$ cat config.mk
export PLATFORM = sky130hd
export DESIGN_NAME = pmi_top
export DESIGN_NICKNAME = d
export VERILOG_FILES = /design/src/common/pmi_pkg.sv /design/src/common/pmi_pin_if.sv /design/src/hdl/pmi_sync.sv /design/src/hdl/pmi_top.sv
export SDC_FILE = /design/constraint.sdc
export NUM_CORES = 1
export LEC_CHECK = 0
export ABC_CLOCK_PERIOD_IN_PS = 2200
export BUFFER_PORTS_ARGS = -buffer_cell sky130_fd_sc_hd__buf_2
export CAP_MARGIN = 20
export CORE_MARGIN = 5
export CORE_UTILIZATION = 57
export DETAILED_ROUTE_END_ITERATION = 10
export GPL_TIMING_DRIVEN = 0
export HOLD_SLACK_MARGIN = 0.12
export PLACE_DENSITY = 0.79
export SETUP_SLACK_MARGIN = 0.1
export SLEW_MARGIN = 30
export SYNTH_ARGS = -nofsm -noshare
export SYNTH_HDL_FRONTEND = slang
export SYNTH_HIERARCHICAL = 1
export SYNTH_SLANG_ARGS = --single-unit
$ cat constraint.sdc
create_clock -name sys_clk_in -period 2.2 [get_ports sys_clk_in]
set_input_delay 0.33 -clock sys_clk_in [delete_from_list [all_inputs] [get_ports sys_clk_in]]
set_output_delay 0.33 -clock sys_clk_in [all_outputs]
set_load 0.005 [all_outputs]
$ cat src/common/pmi_pkg.sv
// constants and types shared by the program memory and port interface
package pmi_pkg;

  // instruction cycle slots, one per processor clock period
  typedef enum logic [2:0] {
    PMI_A1,
    PMI_A2,
    PMI_A3,
    PMI_M1,
    PMI_M2,
    PMI_X1,
    PMI_X2,
    PMI_X3
  } pmi_slot_type;

  // widths
  localparam int unsigned PMI_NIB_W   = 4;
  localparam int unsigned PMI_BYTE_W  = 8;
  localparam int unsigned PMI_SYNC_W  = 19;

  // port-group instruction: upper opcode nibble, then lower operand nibble codes
  localparam logic [3:0] PMI_OPR_IO    = 4'he;
  localparam logic [3:0] PMI_OPA_WRITE = 4'h2;
  localparam logic [3:0] PMI_OPA_PWR   = 4'h3;
  localparam logic [3:0] PMI_OPA_READ  = 4'ha;
  // port select command: upper nibble, odd lower nibble
  localparam logic [3:0] PMI_OPR_SEL   = 4'h2;
  localparam int unsigned PMI_SEL_BIT  = 0;

  // chip select code forced during a program write
  localparam logic [3:0] PMI_CS_RAM    = 4'hf;

  // reset values
  localparam logic [7:0] PMI_ADDR_RST  = 8'h00;
  localparam logic [3:0] PMI_CS_RST    = 4'h0;
  localparam logic [7:0] PMI_SEL_RST   = 8'h00;
  localparam logic [7:0] PMI_INSTR_RST = 8'h00;
  localparam logic [3:0] PMI_NIB_RST   = 4'h0;
  localparam logic       PMI_HALF_RST  = 1'b1;

  // synchronised pin bundle layout
  localparam int unsigned PMI_B_PHI2  = 0;
  localparam int unsigned PMI_B_SYNC  = 1;
  localparam int unsigned PMI_B_CMD   = 2;
  localparam int unsigned PMI_B_NIB   = 3;
  localparam int unsigned PMI_B_PORT  = 7;
  localparam int unsigned PMI_B_INSTR = 11;

endpackage

$ cat src/common/pmi_pin_if.sv
// synchronised processor and memory pins, passed from synchroniser to core
`timescale 1ns/1ps
`default_nettype none
interface pmi_pin_if;
  import pmi_pkg::*;
  logic       phi2;
  logic       sync;
  logic       cmd;
  logic [3:0] nib;
  logic [3:0] port;
  logic [7:0] instr;

  modport src (output phi2, output sync, output cmd, output nib, output port, output instr);
  modport dst (input phi2, input sync, input cmd, input nib, input port, input instr);
endinterface
`default_nettype wire

$ cat src/hdl/pmi_sync.sv
// two-stage synchroniser for every pin that enters the core
`timescale 1ns/1ps
`default_nettype none
module pmi_sync (
  // clock and reset
  input  wire logic                         sys_clk_in,
  input  wire logic                         rst_in,
  // raw pins
  input  wire logic [pmi_pkg::PMI_SYNC_W-1:0] raw_in,
  // synchronised bundle
  pmi_pin_if.src                            pins
);
  import pmi_pkg::*;

  typedef struct packed {
    logic [PMI_SYNC_W-1:0] meta;
    logic [PMI_SYNC_W-1:0] stab;
  } pmi_sync_state_type;

  pmi_sync_state_type q;
  pmi_sync_state_type d;

  // first stage is read only by the second
  always_comb begin
    d      = q;
    d.meta = raw_in;
    d.stab = q.meta;
  end

  always_ff @(posedge sys_clk_in) begin
    if (rst_in) begin
      q <= '0;
    end else begin
      q <= d;
    end
  end

  assign pins.phi2  = q.stab[PMI_B_PHI2];
  assign pins.sync  = q.stab[PMI_B_SYNC];
  assign pins.cmd   = q.stab[PMI_B_CMD];
  assign pins.nib   = q.stab[PMI_B_NIB +: PMI_NIB_W];
  assign pins.port  = q.stab[PMI_B_PORT +: PMI_NIB_W];
  assign pins.instr = q.stab[PMI_B_INSTR +: PMI_BYTE_W];
endmodule
`default_nettype wire

$ cat src/hdl/pmi_top.sv
// address latch and transfer logic between a nibble-bus processor and memory/ports
`timescale 1ns/1ps
`default_nettype none
module pmi_top (
  // clock and reset
  input  wire logic        sys_clk_in,
  input  wire logic        rst_in,
  // processor side
  input  wire logic        phi2_in,
  input  wire logic        sync_in,
  input  wire logic        memory_command_line_in,
  input  wire logic [3:0]  shared_nibble_bus_in,
  output logic      [3:0]  shared_nibble_bus_out,
  output logic             shared_nibble_bus_oe_n_out,
  // program memory side
  input  wire logic [7:0]  instr_byte_in,
  output logic      [7:0]  low_address_lines_out,
  output logic      [3:0]  chip_select_lines_out,
  output logic             write_prog_n_out,
  output logic             half_select_out,
  // port side
  input  wire logic [3:0]  port_bus_in,
  output logic      [3:0]  port_bus_out,
  output logic             port_bus_oe_n_out,
  output logic             in_strobe_n_out,
  output logic             out_strobe_n_out
);
  import pmi_pkg::*;

  typedef struct packed {
    pmi_slot_type slot;
    logic         phi2_prev;
    logic         sync_seen;
    logic         fetch_en;
    logic         io_q;
    logic         sel_q;
    logic [7:0]   instr;
    logic [7:0]   sel_reg;
    logic [7:0]   addr;
    logic [3:0]   cs;
    logic         half;
    logic         wr_n;
    logic         in_n;
    logic         out_n;
    logic [3:0]   nib;
    logic         nib_oe_n;
    logic [3:0]   port;
    logic         port_oe_n;
  } pmi_state_type;

  pmi_pin_if pins ();

  pmi_state_type q;
  pmi_state_type d;

  logic phi2_fall;
  logic is_read;
  logic is_write;
  logic is_pwr;

  // every pin is synchronised before the core looks at it
  pmi_sync u_sync (
    .sys_clk_in (sys_clk_in),
    .rst_in     (rst_in),
    .raw_in     ({instr_byte_in, port_bus_in, shared_nibble_bus_in,
                  memory_command_line_in, sync_in, phi2_in}),
    .pins       (pins)
  );

  always_comb begin
    d         = q;
    phi2_fall = q.phi2_prev & ~pins.phi2;
    is_read   = q.io_q & (q.instr[3:0] == PMI_OPA_READ);
    is_write  = q.io_q & (q.instr[3:0] == PMI_OPA_WRITE);
    is_pwr    = q.io_q & (q.instr[3:0] == PMI_OPA_PWR);

    d.phi2_prev = pins.phi2;
    // sync seen while phi2 is high is latched; sync still present at the phi2 fall also counts
    if (pins.sync & pins.phi2) begin
      d.sync_seen = 1'b1;
    end

    // bus data is taken as the second phase closes each slot except PMI_X1
    if (phi2_fall) begin
      case (q.slot)
        PMI_A1: begin
          d.addr[3:0] = pins.nib;
        end
        PMI_A2: begin
          d.addr[7:4] = pins.nib;
        end
        PMI_A3: begin
          d.cs       = pins.nib;
          d.fetch_en = pins.cmd;
          d.io_q     = 1'b0;
          d.sel_q    = 1'b0;
        end
        PMI_M1: begin
          d.instr = instr_bytes_q(pins.instr, q.fetch_en, q.instr);
        end
        PMI_M2: begin
          // port group is only trusted when the processor flags it
          d.io_q  = q.fetch_en & pins.cmd & (q.instr[7:4] == PMI_OPR_IO);
          d.sel_q = q.fetch_en & (q.instr[7:4] == PMI_OPR_SEL)
                    & q.instr[PMI_SEL_BIT];
          d.addr  = q.sel_reg;
          d.cs    = q.sel_reg[7:4];
          if (q.fetch_en & pins.cmd & (q.instr[7:4] == PMI_OPR_IO)
              & (q.instr[3:0] == PMI_OPA_PWR)) begin
            d.cs = PMI_CS_RAM;
          end
        end
        PMI_X2: begin
          if (q.sel_q & pins.cmd) begin
            d.sel_reg[7:4] = pins.nib;
          end
        end
        PMI_X3: begin
          if (q.sel_q) begin
            d.sel_reg[3:0] = pins.nib;
          end
          if (is_pwr) begin
            d.half = ~q.half;
          end
        end
        default: begin
          d.sync_seen = q.sync_seen;
        end
      endcase
      // sync marks the last slot, so the next slot is the first address slot
      if (q.sync_seen | pins.sync) begin
        d.slot = PMI_A1;
      end else begin
        d.slot = pmi_slot_type'(q.slot + 3'h1);
      end
      d.sync_seen = 1'b0;
    end

    // processor bus: instruction nibbles, or port read data
    d.nib_oe_n = 1'b1;
    d.nib      = q.nib;
    case (q.slot)
      PMI_M1: begin
        if (q.fetch_en) begin
          d.nib      = pins.instr[7:4];
          d.nib_oe_n = 1'b0;
        end
      end
      PMI_M2: begin
        if (q.fetch_en) begin
          d.nib      = pins.instr[3:0];
          d.nib_oe_n = 1'b0;
        end
      end
      PMI_X2: begin
        if (is_read) begin
          d.nib      = pins.port;
          d.nib_oe_n = 1'b0;
        end
      end
      default: begin
        d.nib_oe_n = 1'b1;
      end
    endcase

    // strobes live in execute slot two only
    d.in_n  = ~((q.slot == PMI_X2) & is_read);
    d.out_n = ~((q.slot == PMI_X2) & is_write);
    d.wr_n  = ~((q.slot == PMI_X2) & is_pwr);

    // port bus: driven through both late execute slots so data outlasts the strobe
    if ((q.slot == PMI_X2) & (is_write | is_pwr)) begin
      d.port      = pins.nib;
      d.port_oe_n = 1'b0;
    end else if ((q.slot == PMI_X3) & (is_write | is_pwr)) begin
      d.port_oe_n = 1'b0;
    end else begin
      d.port_oe_n = 1'b1;
    end
  end

  // instruction byte is only kept when this cycle is a fetch
  function automatic logic [7:0] instr_bytes_q(input logic [7:0] byte_in,
                                               input logic       en,
                                               input logic [7:0] hold);
    instr_bytes_q = en ? byte_in : hold;
  endfunction

  always_ff @(posedge sys_clk_in) begin
    if (rst_in) begin
      q.slot      <= PMI_A1;
      q.phi2_prev <= 1'b0;
      q.sync_seen <= 1'b0;
      q.fetch_en  <= 1'b0;
      q.io_q      <= 1'b0;
      q.sel_q     <= 1'b0;
      q.instr     <= PMI_INSTR_RST;
      q.sel_reg   <= PMI_SEL_RST;
      q.addr      <= PMI_ADDR_RST;
      q.cs        <= PMI_CS_RST;
      q.half      <= PMI_HALF_RST;
      q.wr_n      <= 1'b1;
      q.in_n      <= 1'b1;
      q.out_n     <= 1'b1;
      q.nib       <= PMI_NIB_RST;
      q.nib_oe_n  <= 1'b1;
      q.port      <= PMI_NIB_RST;
      q.port_oe_n <= 1'b1;
    end else begin
      q <= d;
    end
  end

  // address and page hold between loads; select register reused for RAM writes
  assign low_address_lines_out      = q.addr;
  assign chip_select_lines_out      = q.cs;
  assign half_select_out            = q.half;
  assign write_prog_n_out           = q.wr_n;
  assign in_strobe_n_out            = q.in_n;
  assign out_strobe_n_out           = q.out_n;
  assign shared_nibble_bus_out      = q.nib;
  assign shared_nibble_bus_oe_n_out = q.nib_oe_n;
  assign port_bus_out               = q.port;
  assign port_bus_oe_n_out          = q.port_oe_n;
endmodule
`default_nettype wire

======== Yosys cells after proc, flatten, opt, wreduce, memory -nomap -nowiden ========
Index checks and enable logic that the tools add are counted.
operators by class
  add/sub/neg operators ................... 1
  multiply operators ...................... 0
  div/mod/pow operators ................... 0
  $lt $le $gt $ge ......................... 0
  equality and inequality tests ........... 14
  shift operators ......................... 0
  multiplexer cells ....................... 13
  bitwise gates (word level) .............. 23
  reductions and logical operators ........ 15
operators by type and width
  cell                                                              number
  4-bit case mux with 2 select lines                                3
  1-bit AND                                                         16
  5-bit 2-to-1 mux                                                  3
  4-bit by 2-bit == test with 1-bit output (second input constant)  3
  4-bit case mux with 3 select lines                                1
  3-bit AND reduction                                               4
  3-bit == test (second input constant)                             3
  4-bit == test (second input constant)                             2
  2-bit AND reduction                                               4
  3-bit by 2-bit == test with 1-bit output (second input constant)  2
  2-bit inequality test (second input constant)                     3
  2-bit nonzero test                                                3
  1-bit inverter                                                    5
  4-bit 2-to-1 mux                                                  1
  2-bit case mux with 2 select lines                                1
  4-bit AND reduction                                               1
  3-bit by 1-bit adder with 3-bit output (second input constant)    1
  3-bit by 1-bit == test with 1-bit output (second input constant)  1
  3-bit logical NOT                                                 1
  3-bit 2-to-1 mux                                                  1
  1-bit case mux with 3 select lines                                1
  3-bit nonzero test                                                1
  1-bit 2-to-1 mux                                                  2
  1-bit OR                                                          2
  2-bit OR reduction                                                1
storage, ports and cells
  flip-flop bits (word level) ............. 88
  latch bits .............................. 0
  memory bits (writable) .................. 0
  bits in read-only memories .............. 0
  input bits .............................. 21
  output and inout port bits .............. 26
  logic and storage cells ................. 88
  memories ................................ 0

======== Longest topological paths before layout ========
Gate-level depths: netlist (run 1).
  depth after elaboration ................. 6
  mapped depth ............................ 7
  mapped depth without buffers ............ 6

======== Hierarchy ========
The synthesis (run 1) kept the hierarchy.
modules (own cells, without submodules)
  module    times used  cells each  area each (µm²)  seq. area each (µm²)
  pmi_top   1           271         2349.8           1001.0
  pmi_sync  1           80          1212.4           760.7

======== Least setup slack after synthesis (run 1) ========
Ideal clock, no wire load.
  kind .................................... register -> register
  start ................................... register q[49] (netlist bit)
  end ..................................... register q (netlist bit shared_nibble_bus_out[0])
  setup time .............................. 138 ps
  arrival time ............................ 1521 ps
  data required time ...................... 2062 ps
  path slack .............................. 541 ps
  stages on the path, launching flop included .. 8
  path buffers ............................ 1
  clock period less this slack ............ 1659 ps
  path through ............................ dfxtp_1 buf_4 inv_1 ha_1 a21oi_2 mux2i_1 or2_4 a221oi_2
on the way
  word-level cells in the longest chain between the ends .. 3
  elaborated cells between the ends (all ways) .. 9
  those cells by class .................... 6 x eq/ne; 1 x mux; 2 x reduce/logical
RTL lines
  what                                                                          RTL line       source
  from (decl)                                                                   pmi_top.sv:53  pmi_state_type q;
  3-bit == test, or another cell as far along                                   --
  2-bit inequality test (no line) / 3-bit nonzero test (equally long branches)  --
  4-bit AND reduction (no line)                                                 --
Parallel ways exist; a longest one is shown, timed or not.
A chain may end at the register's enable or synchronous reset.

======== Worst setup path in the final report (run 1) ========
  start ................................... register q[49] (netlist bit)
  end ..................................... register q (netlist bit shared_nibble_bus_out[1])
Same word-level chain as after synthesis.

==> summary.txt, run 1 <==
Setup path
  – Crit path required time: 2450 ps
  – Crit path max fanout: 10
  – CP max stage cell: dfxtp_1
  – Reg2reg setup slack: 280 ps
  – Startpoint types: flop
  – Arr. time, crit path: 2170 ps
  – Crit path max-delay family: flip-flops
  – Setup CP Type: flop to flop
  – CP endpoint kind: flop
  – CP Cell Sequence: buf_4 > inv_1 > ha_1 > a21oi_2 > mux2i_2 > nor3_1 > a221oi_2
  – Crit path buf inv count: 2
  – Max incr delay on CP: 420 ps

Power
  – Clock Power Share: 0.358
  – Switching Fraction: 0.2174
  – Max IR drop VDD: 0.5668 mV
  – Leakage power: 1.702 nW
  – Combinational fraction of design power: 0.050
  – Power per cell area: 682.4 nW/um^2
  – Net Sw Power: 0.0006040 W
  – Internal power: 0.002174 W
  – Reg power frac: 0.592

Drt
  – Via Count: 2483
  – TritonRoute pass-1 iters: 5
  – Drc violations: 0
  – Post-DRT Antenna Nets: 0
  – DRT iter0 DRCs: 145
  – Vias per cell: 5.088
  – Routed WL per cell: 13.18 microns
  – Total Wirelength: 6.433 mm

Yosys
  – Async set-or-reset flop fraction in the synthesized netlist: 0
  – Post-synth EDFFs: 0
  – Syn nets: 378
  – Number of synthesized register bits: 88
  – Mean Syn Cell Area: 10.15 sq um
  – Synth area leader: dfxtp_1
  – Dominant synthesized flop cell: dfxtp_1
  – Post-Syn Area: 3562 sq um
  – Synth unique cells: 45
  – Top cells by area, synth: dfxtp_1, nor2b_4, buf_4
  – Post-Synthesis Cells: 351
  – Share of the synthesized area in the top cell type: 0.4946
  – Sequential element share of the synthesized area: 0.4946
  – Synth warn: 6

Global routing
  – Global-route wire length before repair: 10.90 mm
  – GRT Total Usage: 0.1780
  – Vias in the first global route: 2367
  – GR Util met2: 0.2901
  – Met1 usage: 0.2343
  – Gr busiest metal: met2
  – Total gr overflow: 0
  – Met3 usage: 0.04147
  – Largest net degree at the start of global routing: 15
  – Antenna violations before repair: 0

Final layout
  – Final std cells w/o fill: 488
  – Nets: 435
  – Final Cell Area: 4071 sq um
  – Layout cells sized above 1: 0.2978
  – Commonest non-fill, non-tap cells in the layout: dfxtp_1, buf_2, nand2_1
  – Inserted Diodes: 0
  – Area Growth Syn to Fin: 14.30%
  – Most common cell after layout, fill and taps aside: dfxtp_1

Placed design
  – RD Place Congestion: 0.9018
  – Pre-CTS WS: 248.9 ps
  – Port Buf Inserts: 46
  – Dpl cell area: 3886 sq um
  – Post-DP HPWL: 4.907 mm
  – Placed cells: 472

STA
  – Hold WS: 191.2 ps
  – Worst clock skew: 9.453 ps
  – Slew at the pin closest to its max-slew limit: 580.7 ps
  – Final Setup Violations: 0
  – RSZ-0062 raised after global routing: no
  – Headroom to the max-slew limit: 0.6129
  – Slew Viols, Final: 0
  – Tmin final: 1919 ps
  – Setup ws final: 280.9 ps
  – Final period util: 0.8723
  – Fmax achieved: 521.1 MHz
  – Post-route setup TNS: 0 ps
  – Final Hold Vio Count: 0

Clock network
  – CTS HTree Levels: 3
  – Worst-Skew Late Latency: 340 ps
  – Clk sinks: 88
  – Hold buffers post-CTS: 0
  – Clock Tree Root: clkbuf_8
  – CTS buffer count: 9
  – CTS tree: done
  – Clk pin slew, worst setup/hold paths: 80 ps
  – Clock Tree Buf Depth: 2

Worst hold path
  – Hold WC Path Type: input port to flop

Floorplan
  – Die footprint: 7931 sq um
  – Die width: 89.06 microns
  – Row cnt: 28
  – Effective utilization at floorplan: 0.5946
  – Core Area: 5991 sq um
  – Io pins: 47
  – Die H: 89.06 microns

Status
  – Status: complete, no violations

Job
  – MaxCap Viol Count: 0
==> power groups by stage <==
stage | logic (W) | registers (W) | clock network [W]
floorplan | 0.000101 | 0.00168 | 0
global placement | 0.000136 | 0.00168 | 0
detailed placement | 0.000140 | 0.00168 | 0
CTS | 0.000141 | 0.00165 | 0.00102
global route | 0.000152 | 0.00165 | 0.00110
finish | 0.000138 | 0.00165 | 0.000995
==> final timing paths <==
path | startpoint | to | depth (start not counted)
setup reg to reg | q[49] | shared_nibble_bus_out[1] | 7
setup / recovery | q[49] | shared_nibble_bus_out[1] | 7
hold reg to reg | u_sync/d[0] | u_sync/pins.phi2 | 1
hold / removal | instr_byte_in[5] | u_sync/d[16] | 2
==> stage by stage <==
step	utilization	total power (W)
floorplan	-	0.001777
global placement	0.6487	0.001818
detailed placement	0.6487	0.001823
CTS	0.6790	0.002810
global route	0.6796	0.002900
finish	0.6796	0.002778
==> worst register-to-register path, cell delays in order, from the launching register on <==
cell,delay (ps)
dfxtp_1,420
buf_4,210
inv_1,60
ha_1,230
a21oi_2,150
mux2i_2,390
nor3_1,120
a221oi_2,260
==> cells by family (layout without fill, tap and decap cells) <==
family | after synthesis | in the layout | share of synthesized area
multiplexers | 10 | 10 | 0.02810
XOR/XNOR | 1 | 1 | 0.002459
flip-flops | 88 | 88 | 0.4946
adder cells (fa/ha/maj) | 6 | 6 | 0.02107
AO/OA/AOI/OAI | 49 | 49 | 0.1040
AND/OR/NAND/NOR | 149 | 149 | 0.2620
buffers and inverters | 48 | 110 | 0.08781
==> layout make-up <==
cell class / count / area (sq um)
inverters: 11 / 41.29
repair buffers: 46 / 230.2
plain buffers: 37 / 271.5
multi-input cells: 215 / 1491
fillers: 498 / 1919
clock inverters: 4 / 26.28
flip-flops and latches: 88 / 1762
clock buffers: 12 / 155.1
well taps: 75 / 93.84
==> registers in the layout, indices dropped and copies added, names as in the netlist <==
signal / flops
q: 24
u_sync/d: 19
low_address_lines_out: 8
u_sync/pins.instr: 8
chip_select_lines_out: 4
port_bus_out: 4
shared_nibble_bus_out: 4
u_sync/pins.nib: 4
u_sync/pins.port: 4
half_select_out: 1
in_strobe_n_out: 1
out_strobe_n_out: 1
port_bus_oe_n_out: 1
shared_nibble_bus_oe_n_out: 1
u_sync/pins.cmd: 1
u_sync/pins.phi2: 1
u_sync/pins.sync: 1
write_prog_n_out: 1
==> synth_stat cells (all sizes together), types with 2 or more instances <==
library cell and n:
nor3 10, nand3 7, and3 2, a31oi 2, mux2i 10, nor2b 36, and2b 6, a21oi 21
a221oi 8, dfxtp 88, a22oi 2, nand2 37, nand2b 4, and4bb 2, o21ai 2, and2 6
buf 32, o31ai 3, inv 11, nand4 5, a211oi 8, or3 2, clkbuf 5, nor2 26
ha 6
==> timing repair <==
item | CTS | global route
buffers inserted | 0 | 0
resized for setup | 0 | 1
endpoints found under the setup margin | 0 | 4
==> layer usage <==
layer / part of all wire / wire (microns)
met4: 0.011 / 73
met1: 0.46 / 2948
met3: 0.063 / 407
met5: 0 / 0
met2: 0.47 / 3004
Power figures use the tool's default switching activity.
==> run 2, diff against run 1 <==
--- a/config.mk
+++ b/config.mk
@@ -13,7 +13,7 @@
 export DETAILED_ROUTE_END_ITERATION = 10
 export GPL_TIMING_DRIVEN = 0
 export HOLD_SLACK_MARGIN = 0.12
-export PLACE_DENSITY = 0.79
+export PLACE_DENSITY = 0.78
 export SETUP_SLACK_MARGIN = 0.1
 export SLEW_MARGIN = 30
 export SYNTH_ARGS = -nofsm -noshare
==> run 2 against run 1 <==
  * Sequential share of layout area is 0.053 points higher
  * Sequential power hardly changed
  * Via count is 2.2% lower
  * Combinational power hardly changed
  * Final cell count stayed put
  * Setup slack worse by 28 ps
  * Maximum frequency is 1.5% lower
  * First-iteration DRC count is 33% higher
  * Hold slack worse by 23 ps
  * Clock power hardly changed
  * Critical path depth stayed put
  * Final area is 0.12% lower
  * Critical path type unchanged
  * Critical endpoint is now shared_nibble_bus_out[0]
  * Largest cell class unchanged
  * Largest power group unchanged
==> summary.txt, run 2 (synthesized netlist as in run 1, its figures left out) <==
Status
  – Status: complete, no violations

Clock network
  – Worst-Skew Late Latency: 360 ps
  – CTS tree: done
  – Clock Tree Root: clkbuf_8
  – CTS buffer count: 9
  – Clock Tree Buf Depth: 2
  – Hold buffers post-CTS: 0
  – Post_cts resized: 0
  – Clk pin slew, worst setup/hold paths: 80 ps
  – Clk sinks: 88
  – CTS HTree Levels: 3
  – Setup bufs post-CTS: 0

Setup path
  – Crit path required time: 2480 ps
  – FF-to-FF End: shared_nibble_bus_out[0]
  – Setup CP Type: flop to flop
  – Crit path max fanout: 10
  – Critical path endpoint: shared_nibble_bus_out[0]
  – R2r startpoint: q[49]
  – Arr. time, crit path: 2220 ps
  – Reg2reg setup slack: 250 ps
  – Setup crit start: q[49]
  – CP endpoint kind: flop
  – Worst Reg2Reg Path Length in Cells: 7
  – Startpoint types: flop

Final layout
  – Nets: 435
  – Layout cells sized above 1: 0.2978
  – Max FFs per register: 24
  – Most common cell after layout, fill and taps aside: dfxtp_1
  – FILL cells: 493
  – Commonest non-fill, non-tap cells in the layout: dfxtp_1, buf_2, nand2_1
  – Area Growth Syn to Fin: 14.16%
  – Reg with most FFs: q
  – Inserted Diodes: 0

Power
  – Max IR drop VDD: 0.6329 mV
  – Power per cell area: 689.5 nW/um^2
  – Total power: 0.002804 W
  – Leakage power: 1.705 nW

Floorplan
  – Effective utilization at floorplan: 0.5946
  – Die H: 89.06 microns
  – Io pins: 47
  – Row cnt: 28
  – Die footprint: 7931 sq um
  – Core Area: 5991 sq um
  – Die width: 89.06 microns

Worst hold path
  – Hold WC Path Type: input port to flop

Drt
  – TritonRoute pass-1 iters: 4
  – Via Count: 2428
  – Post-DRT Antenna Nets: 0
  – Routed WL per cell: 13.16 microns
  – Drc violations: 0
  – Vias per cell: 4.975
  – Total Wirelength: 6.424 mm
  – DRT iter0 DRCs: 193

Global routing
  – Global-route wire length before repair: 11.14 mm
  – Total gr overflow: 0
  – GRT Total Usage: 0.1838
  – Vias in the first global route: 2429
  – Antenna violations before repair: 0
  – Largest net degree at the start of global routing: 16

Placed design
  – RD Place Congestion: 0.9016
  – Post-DP HPWL: 4.726 mm
  – Port Buf Inserts: 46

STA
  – RSZ-0062 raised after global routing: no
  – Tmin final: 1948 ps
  – Final Setup Violations: 0
  – Headroom to the max-slew limit: 0.6185
  – Final period util: 0.8852
  – Worst clock skew: 7.007 ps
  – Fmax achieved: 513.5 MHz
  – Post-route setup TNS: 0 ps
  – Slew Viols, Final: 0
  – Slew at the pin closest to its max-slew limit: 572.2 ps
  – Final Hold Vio Count: 0

Job
  – MaxCap Viol Count: 0
[run 2: changes by cell type in the layout (fill, tap and decap cells not counted), sizes merged]
cell | before | now
clkinvlp | 1 | 2
inv | 12 | 13
clkbuf | 17 | 15
[run 2: layout make-up]
class                           instances  area (sq um)  area share
Sequential cell                        88          1762      0.4332
Multi-Input combinational cell        215          1488      0.3658
Buffer                                 37         271.5     0.06677
Timing Repair Buffer                   46         230.2     0.05662
Clock buffer                           10         137.6     0.03385
Tap cell                               75         93.84     0.02308
Clock inverter                          6         42.54     0.01046
Inverter                               11         41.29     0.01015
[run 2: report_power, final]
part           total, W  internal [W]  switching (W)  leakage (nW)
combinational  0.000138     0.0000736      0.0000648         0.898
clock           0.00102      0.000445       0.000577        0.0891
sequential      0.00164       0.00163      0.0000163         0.718
total           0.00280       0.00215       0.000658          1.70
[run 2: critical path: stages (launching register included)]
cell and delay, ps:
dfxtp_1 410, buf_4 210, inv_1 60, ha_1 220, a21oi_2 130, mux2i_1 460, nor3_1 140, a221oi_2 240
[run 2: routing by layer]
layer	vias to the layer above	routed length, microns	share of wire	global-route usage
li1	1273	-	-	-
met1	1089	3031	0.47	0.2430
met3	12	367	0.057	0.03963
met2	54	2878	0.45	0.2861
met5	-	0	0	0
met4	0	146	0.023	0.08931
[run 2: how the worst min path moves through the flow]
stage	from	to	slack, ps	cells after the start
final	instr_byte_in[5]	u_sync/d[16]	170	2
after floorplan	q[34]	write_prog_n_out	400	1
after global placement	u_sync/d[0]	u_sync/pins.phi2	410	1
after CTS	instr_byte_in[5]	u_sync/d[16]	150	2
after global routing	instr_byte_in[5]	u_sync/d[16]	150	2
after detailed placement	u_sync/d[18]	u_sync/pins.instr[7]	420	1
[run 2: through the flow]
| stage | cell area, sq um | hold slack [ps] | setup WS, ps | std cells | utilization |
|---|---|---|---|---|---|
| final | 4066 | 168.2 | 252.5 | 488 | 0.6788 |
| after CTS | 4066 | 147.2 | 253.7 | 488 | 0.6788 |
| after floorplan | 3562 | 402.4 | 540.6 | 351 | - |
| after global placement | 3886 | 415.0 | 295.0 | 472 | 0.6487 |
| after global routing | 4066 | 154.6 | 140.0 | 488 | 0.6788 |
| after detailed placement | 3886 | 417.6 | 287.6 | 472 | 0.6487 |
